===== src/qspi_pkg.sv =====
// shared constants and types for the serial flash host interface
package qspi_pkg;
  localparam logic [7:0] OP_WREN  = 8'h06;
  localparam logic [7:0] OP_WRDI  = 8'h04;
  localparam logic [7:0] OP_RDSR1 = 8'h05;
  localparam logic [7:0] OP_RDSR2 = 8'h35;
  localparam logic [7:0] OP_WRSR  = 8'h01;
  localparam logic [7:0] OP_PP    = 8'h02;
  localparam logic [7:0] OP_SE    = 8'h20;
  localparam logic [7:0] OP_BE32  = 8'h52;
  localparam logic [7:0] OP_BE64  = 8'hD8;
  localparam logic [7:0] OP_CE    = 8'hC7;
  localparam logic [7:0] OP_CE2   = 8'h60;
  localparam logic [7:0] OP_SUSP  = 8'h75;
  localparam logic [7:0] OP_RESM  = 8'h7A;
  localparam logic [7:0] OP_PD    = 8'hB9;
  localparam logic [7:0] OP_RDP   = 8'hAB;
  localparam logic [7:0] OP_DOUT  = 8'h3B;
  localparam logic [7:0] OP_DIO   = 8'hBB;
  localparam logic [7:0] OP_QOUT  = 8'h6B;
  localparam logic [7:0] OP_QIO   = 8'hEB;
  localparam logic [7:0] OP_WQIO  = 8'hE7;
  localparam logic [7:0] OP_OQIO  = 8'hE3;
  localparam logic [5:0] DUMMY_DOUT = 6'h08;
  localparam logic [5:0] DUMMY_DIO  = 6'h04;
  localparam logic [5:0] DUMMY_QOUT = 6'h08;
  localparam logic [5:0] DUMMY_QIO  = 6'h06;
  localparam logic [5:0] DUMMY_WQIO = 6'h04;
  localparam logic [5:0] DUMMY_OQIO = 6'h02;
  localparam logic [5:0] ADDR_BITS  = 6'h18;
  localparam int BIT_BUSY = 0;
  localparam int BIT_WEL  = 1;
  localparam int BIT_BP0  = 2;
  localparam int BIT_TB   = 5;
  localparam int BIT_SEC  = 6;
  localparam int BIT_STATUS_PROTECT_LO = 7;
  localparam int BIT_STATUS_PROTECT_HI = 8;
  localparam int BIT_QE   = 9;
  localparam int BIT_SUS  = 15;
  localparam logic [15:0] NV_RST   = 16'h0000;
  localparam logic [15:0] WR_MASK  = 16'h03FC;
  localparam logic [7:0]  FILL_BYTE = 8'hFF;
  localparam int CLK_MHZ  = 25;
  localparam int TPUW_US  = 1000;
  localparam int TPUW_CYC = TPUW_US * CLK_MHZ;
  localparam int BUSY_NS  = 2560;
  localparam int BUSY_CYC = (BUSY_NS * CLK_MHZ + 999) / 1000;
  typedef enum logic [2:0] {PH_OPC, PH_ADDR, PH_DUMMY, PH_DIN, PH_DOUT, PH_DONE, PH_SKIP} phase_t;
endpackage


===== src/qspi_flash_if.sv =====
// serial flash interface: opcode decode, lane control, pause, write gating
`timescale 1ns/1ps
module qspi_flash_if #(
  parameter int PUW_CYC  = qspi_pkg::TPUW_CYC,
  parameter int BUSY_CYC = qspi_pkg::BUSY_CYC
) (
  // clock and reset
  input  wire logic        mclk,
  input  wire logic        reset,
  // link pins, asynchronous to mclk
  input  wire logic        sclk,
  input  wire logic        cs_n,
  input  wire logic [3:0]  lane_in,
  output logic      [3:0]  lane_out,
  output logic      [3:0]  lane_oe,
  // device state
  output logic             busy,
  output logic             write_enable_latch,
  output logic             quad_enable_bit,
  output logic             powered_down,
  output logic             suspended,
  output logic      [15:0] status_word
);
  import qspi_pkg::*;

  localparam logic [19:0] PUW_LD  = 20'(PUW_CYC);
  localparam logic [15:0] BUSY_LD = 16'(BUSY_CYC);

  logic [5:0]  pin_s;
  logic [3:0]  lane_s;
  logic        cs_s;
  logic        sclk_s;
  logic        sclk_d;
  logic        cs_d;
  logic        armed_r;
  logic        sel;
  logic        cs_rise;
  logic        hold_r;
  logic        hold_ok;
  logic        rise_ok;
  logic        fall_ok;
  phase_t      phase_r;
  phase_t      ph_dec;
  logic [5:0]  cnt_r;
  logic [5:0]  cnt_inc;
  logic [7:0]  op_r;
  logic [7:0]  op_nxt;
  logic [23:0] addr_r;
  logic [15:0] wdat_r;
  logic [4:0]  wcnt_r;
  logic [2:0]  iw;
  logic [2:0]  ow;
  logic [2:0]  ocnt_r;
  logic [7:0]  sh_r;
  logic [7:0]  cur;
  logic [7:0]  src;
  logic        opc_done;
  logic [19:0] puw_cnt_r;
  logic        lock;
  logic [15:0] busy_cnt_r;
  logic        sr_job_r;
  logic [15:0] pend_r;
  logic [15:0] nv_r;
  logic        wel_r;
  logic        pd_r;
  logic        sus_r;
  logic        done;
  logic        may_write;
  logic        start_op;
  logic        start_sr;
  logic        sr_locked;
  logic        addr_prot;
  logic        any_prot;

  function automatic logic [2:0] out_width(input logic [7:0] op);
    if (op == OP_DOUT || op == OP_DIO) begin
      out_width = 3'h2;
    end else if (op == OP_QOUT || op == OP_QIO || op == OP_WQIO || op == OP_OQIO) begin
      out_width = 3'h4;
    end else begin
      out_width = 3'h1;
    end
  endfunction

  function automatic logic [2:0] in_width(input logic [7:0] op);
    if (op == OP_DIO) begin
      in_width = 3'h2;
    end else if (op == OP_QIO || op == OP_WQIO || op == OP_OQIO) begin
      in_width = 3'h4;
    end else begin
      in_width = 3'h1;
    end
  endfunction

  function automatic logic [5:0] dummy_len(input logic [7:0] op);
    unique case (op)
      OP_DOUT: dummy_len = DUMMY_DOUT;
      OP_DIO:  dummy_len = DUMMY_DIO;
      OP_QOUT: dummy_len = DUMMY_QOUT;
      OP_QIO:  dummy_len = DUMMY_QIO;
      OP_WQIO: dummy_len = DUMMY_WQIO;
      default: dummy_len = DUMMY_OQIO;
    endcase
  endfunction

  // the link clock is just another pin: sampled, then edge-detected
  sync2 #(.W(6)) u_sync (
    .clk   (mclk),
    .reset (reset),
    .d     ({cs_n, sclk, lane_in}),
    .q     (pin_s)
  );
  assign {cs_s, sclk_s, lane_s} = pin_s;

  always_ff @(posedge mclk or posedge reset) begin
    if (reset) begin
      sclk_d <= 1'b0;
      cs_d   <= 1'b0;
    end else begin
      sclk_d <= sclk_s;
      cs_d   <= cs_s;
    end
  end

  // nothing is selected until cs has been seen high once
  always_ff @(posedge mclk or posedge reset) begin
    if (reset) begin
      armed_r <= 1'b0;
    end else if (cs_s) begin
      armed_r <= 1'b1;
    end
  end

  assign sel     = armed_r & ~cs_s;
  assign cs_rise = armed_r & cs_s & ~cs_d;

  // mode 0 and mode 3 both sample on rise; the idle level never matters
  assign rise_ok = sel & ~hold_r & sclk_s & ~sclk_d;
  assign fall_ok = sel & ~hold_r & ~sclk_s & sclk_d;

  // pause follows the pin only while sclk is low, so a change made with
  // sclk high waits for the next falling edge
  assign hold_ok = sel & ~nv_r[BIT_QE] & ~((phase_r != PH_OPC) && (out_width(op_r) == 3'h4));

  always_ff @(posedge mclk or posedge reset) begin
    if (reset) begin
      hold_r <= 1'b0;
    end else if (!hold_ok) begin
      hold_r <= 1'b0;
    end else if (!sclk_s) begin
      hold_r <= ~lane_s[3];
    end
  end

  assign op_nxt   = {op_r[6:0], lane_s[0]};
  assign opc_done = rise_ok && (phase_r == PH_OPC) && (cnt_r == 6'h07);
  assign iw       = in_width(op_r);
  assign ow       = out_width(op_r);
  assign cnt_inc  = cnt_r + {3'h0, iw};

  always_comb begin
    ph_dec = PH_DONE;
    if (pd_r && op_nxt != OP_RDP) begin
      ph_dec = PH_SKIP;
    end else if (busy && op_nxt != OP_RDSR1 && op_nxt != OP_RDSR2 && op_nxt != OP_SUSP) begin
      ph_dec = PH_SKIP;
    end else if (!nv_r[BIT_QE] && out_width(op_nxt) == 3'h4) begin
      ph_dec = PH_SKIP;
    end else begin
      case (op_nxt)
        OP_RDSR1, OP_RDSR2:               ph_dec = PH_DOUT;
        OP_DOUT, OP_DIO:                  ph_dec = PH_ADDR;
        OP_QOUT, OP_QIO, OP_WQIO, OP_OQIO: ph_dec = PH_ADDR;
        OP_PP, OP_SE, OP_BE32, OP_BE64:   ph_dec = PH_ADDR;
        OP_WRSR:                          ph_dec = PH_DIN;
        default:                          ph_dec = PH_DONE;
      endcase
    end
  end

  // a paused transfer keeps every register here untouched; cs rising
  // during the pause still ends the frame and runs a complete instruction
  always_ff @(posedge mclk or posedge reset) begin
    if (reset) begin
      phase_r <= PH_OPC;
      cnt_r   <= 6'h00;
      op_r    <= 8'h00;
      addr_r  <= 24'h000000;
      wdat_r  <= 16'h0000;
      wcnt_r  <= 5'h00;
    end else if (!sel) begin
      phase_r <= PH_OPC;
      cnt_r   <= 6'h00;
      wcnt_r  <= 5'h00;
    end else if (rise_ok) begin
      unique case (phase_r)
        PH_OPC: begin
          op_r  <= op_nxt;
          cnt_r <= cnt_r + 6'h01;
          if (cnt_r == 6'h07) begin
            cnt_r   <= 6'h00;
            phase_r <= ph_dec;
          end
        end
        PH_ADDR: begin
          // wider lanes carry the high bit on the highest lane
          unique case (iw)
            3'h2:    addr_r <= {addr_r[21:0], lane_s[1:0]};
            3'h4:    addr_r <= {addr_r[19:0], lane_s};
            default: addr_r <= {addr_r[22:0], lane_s[0]};
          endcase
          cnt_r <= cnt_inc;
          if (cnt_inc == ADDR_BITS) begin
            cnt_r   <= 6'h00;
            phase_r <= (op_r == OP_PP || op_r == OP_SE || op_r == OP_BE32 || op_r == OP_BE64)
                       ? PH_DIN : PH_DUMMY;
          end
        end
        PH_DUMMY: begin
          cnt_r <= cnt_r + 6'h01;
          if (cnt_r + 6'h01 == dummy_len(op_r)) begin
            phase_r <= PH_DOUT;
          end
        end
        PH_DIN: begin
          wdat_r <= {wdat_r[14:0], lane_s[0]};
          if (wcnt_r != 5'h1F) begin
            wcnt_r <= wcnt_r + 5'h01;
          end
        end
        PH_DONE: phase_r <= PH_SKIP;
        PH_DOUT, PH_SKIP: ;
      endcase
    end
  end

  always_comb begin
    src = FILL_BYTE;
    if (op_r == OP_RDSR1) begin
      src = status_word[7:0];
    end else if (op_r == OP_RDSR2) begin
      src = status_word[15:8];
    end
    cur = (ocnt_r == 3'h0) ? src : sh_r;
  end

  // status is re-read at each byte boundary so a busy poll sees it clear
  always_ff @(posedge mclk or posedge reset) begin
    if (reset) begin
      ocnt_r   <= 3'h0;
      sh_r     <= 8'h00;
      lane_out <= 4'h0;
    end else if (!sel || phase_r != PH_DOUT) begin
      ocnt_r <= 3'h0;
    end else if (fall_ok) begin
      sh_r   <= cur << ow;
      ocnt_r <= ocnt_r + ow;
      unique case (ow)
        3'h2:    lane_out <= {2'h0, cur[7:6]};
        3'h4:    lane_out <= cur[7:4];
        default: lane_out <= {2'h0, cur[7], 1'b0};
      endcase
    end
  end

  always_ff @(posedge mclk or posedge reset) begin
    if (reset) begin
      lane_oe <= 4'h0;
    end else if (sel && !hold_r && phase_r == PH_DOUT) begin
      lane_oe <= (ow == 3'h4) ? 4'hF : ((ow == 3'h2) ? 4'h3 : 4'h2);
    end else begin
      lane_oe <= 4'h0;
    end
  end

  always_ff @(posedge mclk or posedge reset) begin
    if (reset) begin
      puw_cnt_r <= PUW_LD;
    end else if (puw_cnt_r != 20'h00000) begin
      puw_cnt_r <= puw_cnt_r - 20'h00001;
    end
  end
  assign lock = (puw_cnt_r != 20'h00000);

  write_guard u_guard (
    .nv        (nv_r),
    .wp_n      (lane_s[2]),
    .addr      (addr_r),
    .sr_locked (sr_locked),
    .addr_prot (addr_prot),
    .any_prot  (any_prot)
  );

  assign may_write = wel_r & ~lock & (busy_cnt_r == 16'h0000);

  always_comb begin
    start_op = 1'b0;
    start_sr = 1'b0;
    if (cs_rise && may_write) begin
      if (phase_r == PH_DONE && (op_r == OP_CE || op_r == OP_CE2)) begin
        start_op = ~any_prot;
      end
      if (phase_r == PH_DIN &&
          (op_r == OP_PP || op_r == OP_SE || op_r == OP_BE32 || op_r == OP_BE64)) begin
        start_op = ~addr_prot;
      end
      if (phase_r == PH_DIN && op_r == OP_WRSR && (wcnt_r == 5'h08 || wcnt_r == 5'h10)) begin
        start_sr = ~sr_locked;
      end
    end
  end

  assign done = (busy_cnt_r == 16'h0001) & ~sus_r;

  // a write is a timed busy period; its effect lands when the count ends
  always_ff @(posedge mclk or posedge reset) begin
    if (reset) begin
      busy_cnt_r <= 16'h0000;
      sr_job_r   <= 1'b0;
      pend_r     <= NV_RST;
      nv_r       <= NV_RST;
      wel_r      <= 1'b0;
      pd_r       <= 1'b0;
      sus_r      <= 1'b0;
    end else begin
      if (busy_cnt_r != 16'h0000 && !sus_r) begin
        busy_cnt_r <= busy_cnt_r - 16'h0001;
      end
      if (done) begin
        wel_r <= 1'b0;
        if (sr_job_r) begin
          nv_r <= pend_r & WR_MASK;
        end
      end
      if (start_op || start_sr) begin
        busy_cnt_r <= BUSY_LD;
        sr_job_r   <= start_sr;
        pend_r     <= (wcnt_r == 5'h08) ? {nv_r[15:8], wdat_r[7:0]}
                                        : {wdat_r[7:0], wdat_r[15:8]};
      end
      if (cs_rise && phase_r == PH_DONE) begin
        case (op_r)
          OP_WREN: wel_r <= ~lock;
          OP_WRDI: wel_r <= 1'b0;
          OP_PD:   pd_r  <= 1'b1;
          OP_RDP:  pd_r  <= 1'b0;
          OP_SUSP: sus_r <= (busy_cnt_r != 16'h0000) & ~sr_job_r;
          OP_RESM: sus_r <= 1'b0;
          default: ;
        endcase
      end
    end
  end

  assign busy = (busy_cnt_r != 16'h0000) & ~sus_r;

  always_comb begin
    status_word           = nv_r & WR_MASK;
    status_word[BIT_BUSY] = busy;
    status_word[BIT_WEL]  = wel_r;
    status_word[BIT_SUS]  = sus_r;
  end

  assign write_enable_latch = wel_r;
  assign quad_enable_bit    = nv_r[BIT_QE];
  assign powered_down       = pd_r;
  assign suspended          = sus_r;
endmodule


===== src/sync2.sv =====
// two-stage synchroniser for link pins
`timescale 1ns/1ps
module sync2 #(
  parameter int W = 1
) (
  // clock and reset
  input  wire logic         clk,
  input  wire logic         reset,
  // asynchronous in, synchronised out
  input  wire logic [W-1:0] d,
  output logic      [W-1:0] q
);
  logic [W-1:0] meta_r;

  always_ff @(posedge clk or posedge reset) begin
    if (reset) begin
      meta_r <= '0;
      q      <= '0;
    end else begin
      meta_r <= d;
      q      <= meta_r;
    end
  end
endmodule


===== src/write_guard.sv =====
// status-write lock and array protection decode
`timescale 1ns/1ps
module write_guard (
  // status bits and protect pin
  input  wire logic [15:0] nv,
  input  wire logic        wp_n,
  // target address
  input  wire logic [23:0] addr,
  // decisions
  output logic             sr_locked,
  output logic             addr_prot,
  output logic             any_prot
);
  import qspi_pkg::*;

  logic [2:0]  bp;
  logic [20:0] span;
  logic        all;

  // pin protect has no meaning once the pin carries quad data
  assign sr_locked = nv[BIT_STATUS_PROTECT_HI] | (nv[BIT_STATUS_PROTECT_LO] & ~wp_n & ~nv[BIT_QE]);
  assign bp        = nv[BIT_BP0+2:BIT_BP0];
  assign any_prot  = (bp != 3'h0);
  assign all       = (bp[2:1] == 2'h3);

  always_comb begin
    span = 21'h0;
    if (any_prot) begin
      span = nv[BIT_SEC] ? (21'h001000 << (bp - 3'h1)) : (21'h010000 << (bp - 3'h1));
    end
    // top region is the last span bytes, bottom the first
    addr_prot = all | (any_prot & (nv[BIT_TB] ? (addr[20:0] < span)
                                              : (addr[20:0] >= (21'h0 - span))));
  end
endmodule


===== config.mk =====
export PLATFORM = sky130hd
export DESIGN_NAME = qspi_flash_if
export DESIGN_NICKNAME = d
export VERILOG_FILES = /design/src/qspi_pkg.sv /design/src/qspi_flash_if.sv /design/src/sync2.sv /design/src/write_guard.sv
export SDC_FILE = /design/constraint.sdc
export NUM_CORES = 1
export LEC_CHECK = 0
export ABC_AREA = 1
export BUFFER_PORTS_ARGS = -buffer_cell sky130_fd_sc_hd__buf_4
export CORE_UTILIZATION = 30
export DETAILED_ROUTE_END_ITERATION = 10
export GPL_TIMING_DRIVEN = 0
export SKIP_LAST_GASP = 1
export SLEW_MARGIN = 5
export SYNTH_ARGS = -nofsm -noshare
export SYNTH_HDL_FRONTEND = slang
export SYNTH_SLANG_ARGS = --single-unit

===== constraint.sdc =====
create_clock -name mclk -period 6.2 [get_ports mclk]
set_clock_uncertainty 0.05 [all_clocks]
set_input_delay 0.93 -clock mclk [delete_from_list [all_inputs] [get_ports mclk]]
set_output_delay 0.93 -clock mclk [all_outputs]
set_load 0.01 [all_outputs]

==> summary.txt <==
Critical path
  – CP startpoint kind: flip-flop
  – R2r startpoint: nv_r[2]
  – Worst-path fanout max: 10
  – Critical path endpoint category: flip-flop
  – CP Data Arrival Time: 4.12 ns
  – R2r setup slk: 2.36 ns
  – FF-to-FF path depth: 23
  – Type of the worst setup path: flip-flop to flip-flop
  – Worst flop-to-flop path endpoint: pend_r[2]
  – CP Data Required Time: 6.48 ns

Die
  – DIE AREA: 0.0300 mm2
  – Die width: 173 um
  – Core area: 0.0288 mm2
  – Row count: 62
  – Ports: 37
  – Initial Util: 0.305
  – Die Y: 173 um

STA
  – FMAX: 260 MHz
  – Worst setup margin: 2.36 ns
  – Setup violators final: 0
  – Max-slew headroom: 0.283
  – RSZ-0062 raised after global routing: false
  – Fin crit period: 3.84 ns
  – Period utilisation layout: 0.620
  – Measured slew at the worst slew-check pin: 1.07 ns
  – Final Hold Violating Endpoints: 0
  – Max-slew violation count: 0

Flow run
  – Max Cap Violations: 0

Clock network
  – Clk pin slew, worst setup/hold paths: 0.07 ns
  – Clock sinks: 149
  – H-Tree Depth: 4
  – CTS resizes: 0
  – Root Driver: clkbuf_16
  – TritonCTS clock tree: done
  – CTS max path bufs: 2
  – Insertion delay to the later sink of the worst-skew pair: 0.44 ns
  – CTS Buf Count: 17
  – Cts-stage hold buffer count: 0
  – Post-CTS setup buffers: 0

Logic synthesis
  – Yosys top cell area share: 0.407
  – Seq/Total Area, Yosys: 0.425
  – Synth async-reset ratio: 1.00
  – Synth Warn #: 0
  – Cell taking the most area after synthesis: dfrtp_1
  – Area contributors post-synth: dfrtp_1 41%, nand2_1 11%, inv_1 7.2%
  – Primary FF master, synth: dfrtp_1
  – Gate Count Post-Synth: 1142
  – Synth unique cells: 55
  – EDFF count, synth: 0
  – Mapped cell area: 0.00879 mm2
  – Yosys reg bits: 149
  – Top post-synthesis cells by count: 249 x nand2_1, 169 x inv_1, 143 x dfrtp_1, 101 x nor2_1, 86 x o21ai_0
  – Most common cell in the netlist: nand2_1
  – Syn Area/Cell: 7.69 um2

Cells and area
  – Antenna diodes: 0
  – Share of cells above drive strength 1: 0.117
  – Nets: 1238
  – Final Instance Area: 0.0101 mm2
  – Fill count: 3002
  – Syn-to-layout area delta: 15.3%

Detailed routing
  – DR vias: 7548
  – Antenna Nets Post-Route: 0
  – Final wirelength: 21300 um
  – Drt wl/cell: 13.4 um
  – Iteration-0 DRC Markers: 591
  – DR DRC count: 0
  – Via-to-Cell Ratio: 4.74
  – First-pass DRT Iterations: 7

Placed design
  – Placed inst area: 0.00955 mm2
  – Post-DP HPWL: 15500 um
  – Placement Setup Slack: 2.38 ns
  – Final GP Congestion: 0.869
  – Buffers on Ports: 31

Power
  – Leak pwr: 5.02 nW
  – Tot Pwr: 3.32 mW
  – Power per cell area: 328 mW/mm2
  – VDD IR max: 0.175 mV

Worst hold path
  – HP Class: flip-flop to flip-flop
  – Hold path endpoint: u_sync.q[3]
  – HP Start: u_sync.meta_r[3]
  – Hold-critical path depth: 0

Global routing
  – First-pass GRT wire length: 36700 um
  – GRT Total Usage: 0.150
  – Initial antenna violation count: 0
  – Overflow after GRT: 0
  – Vias in the first global route: 7489
  – Pin count of the biggest net entering global routing: 114

Status
  – Status: finished, final reports clean
## per-stage QoR
| step | std cells | hold slack [ns] | utilization | setup TNS, ns |
|---|---|---|---|---|
| 2_1_floorplan | 1146 | 0.281 | - | 0 |
| 3_3_place_gp | 1561 | 0.286 | 0.331 | -97.86 |
| 3_5_place_dp | 1562 | 0.285 | 0.332 | 0 |
| 4_1_cts | 1593 | 0.301 | 0.352 | 0 |
| 5_1_grt | 1593 | 0.306 | 0.352 | 0 |
| 6_report | 1593 | 0.300 | 0.352 | 0 |
## per-layer routing
layer	routed length, um	share of wire	global-route usage	vias up
met2	10000	0.47	0.247	164
li1	-	-	-	3817
met3	807	0.038	0.0301	32
met5	0	0	0	-
met4	336	0.016	0.0483	0
met1	10100	0.48	0.198	3535
## sequential cells by signal (all words and copies together), names as in the netlist, 3 cells and up
register / flops
addr_r: 21
busy_cnt_r: 16
cnt_r: 6
lane_oe: 3
lane_out: 4
nv_r: 8
ocnt_r: 3
op_r: 8
pend_r: 8
phase_r: 3
puw_cnt_r: 20
sh_r: 8
u_sync.meta_r: 6
u_sync.q: 6
wcnt_r: 5
wdat_r: 16
## layout make-up
class / instances / area, um2 / share of cell area
Multi-Input combinational cell: 782 / 4180 / 0.413
Sequential cell: 149 / 3740 / 0.369
Inverter: 180 / 683 / 0.0674
Tap cell: 384 / 480 / 0.0474
Clock buffer: 18 / 429 / 0.0424
Timing Repair Buffer: 32 / 260 / 0.0257
Buffer: 35 / 205 / 0.0203
Clock inverter: 13 / 150 / 0.0148
## logic make-up (layout without fill, tap and decap cells)
kind of cell / after synthesis / count (layout) / share of synthesized area
buffers and inverters: 215 / 278 / 0.100
DFF: 149 / 149 / 0.425
xor gates and xnor gates: 31 / 31 / 0.0309
other: 1 / 5 / 0.000427
muxes: 8 / 8 / 0.0103
adders and majority gates: 33 / 33 / 0.0487
and+or+nand+nor: 512 / 512 / 0.260
AOI/OAI and AO/OA: 193 / 193 / 0.124
## power by group
group | switching (mW) | internal, mW
Sequential | 0.161 | 1.15
Combinational | 0.618 | 0.355
Clock | 0.442 | 0.596
Total | 1.22 | 2.10
## worst max-delay path by stage
stage          cells past startpoint         to  slack [ns]  startpoint
2_1_floorplan                      1  addr_r[0]        1.22       reset
3_3_place_gp                       2   cnt_r[4]       -0.70       reset
3_5_place_dp                      23  pend_r[2]        2.38     nv_r[2]
4_1_cts                           23  pend_r[2]        2.36     nv_r[2]
5_1_grt                           23  pend_r[2]        2.01     nv_r[2]
6_report                          23  pend_r[2]        2.36     nv_r[2]
## critical path, stage by stage, from the launching register on
cell     delay, ns
dfrtp_1       0.49
inv_1         0.20
ha_1          0.38
inv_1         0.14
nor3_1        0.09
nand2_1       0.13
ha_1          0.20
nand2_1       0.06
nor2_1        0.16
nand3_1       0.14
nor3_1        0.23
xnor2_1       0.15
ha_1          0.25
a21oi_1       0.16
o31ai_1       0.08
a21oi_1       0.12
nand2_1       0.06
nand2_1       0.06
nand2_1       0.10
nand2_1       0.11
nand2_2       0.07
buf_4         0.17
nand3_1       0.08
nand2_1       0.06
## layout by cell type, fill, tap and decap left out, drive strengths merged, types with 8 or more instances in the layout
master,synthesis,routed
ha,31,31
o22ai,12,12
mux2,8,8
nor2,116,116
nand2,261,261
clkbuf,13,31
nand4,21,21
dfrtp,143,143
inv,179,183
nand3,66,66
nor3,33,33
xor2,26,26
a21oi,59,59
buf,22,54
o21ai,89,89
No activity file was read; power rests on OpenSTA's default activity.
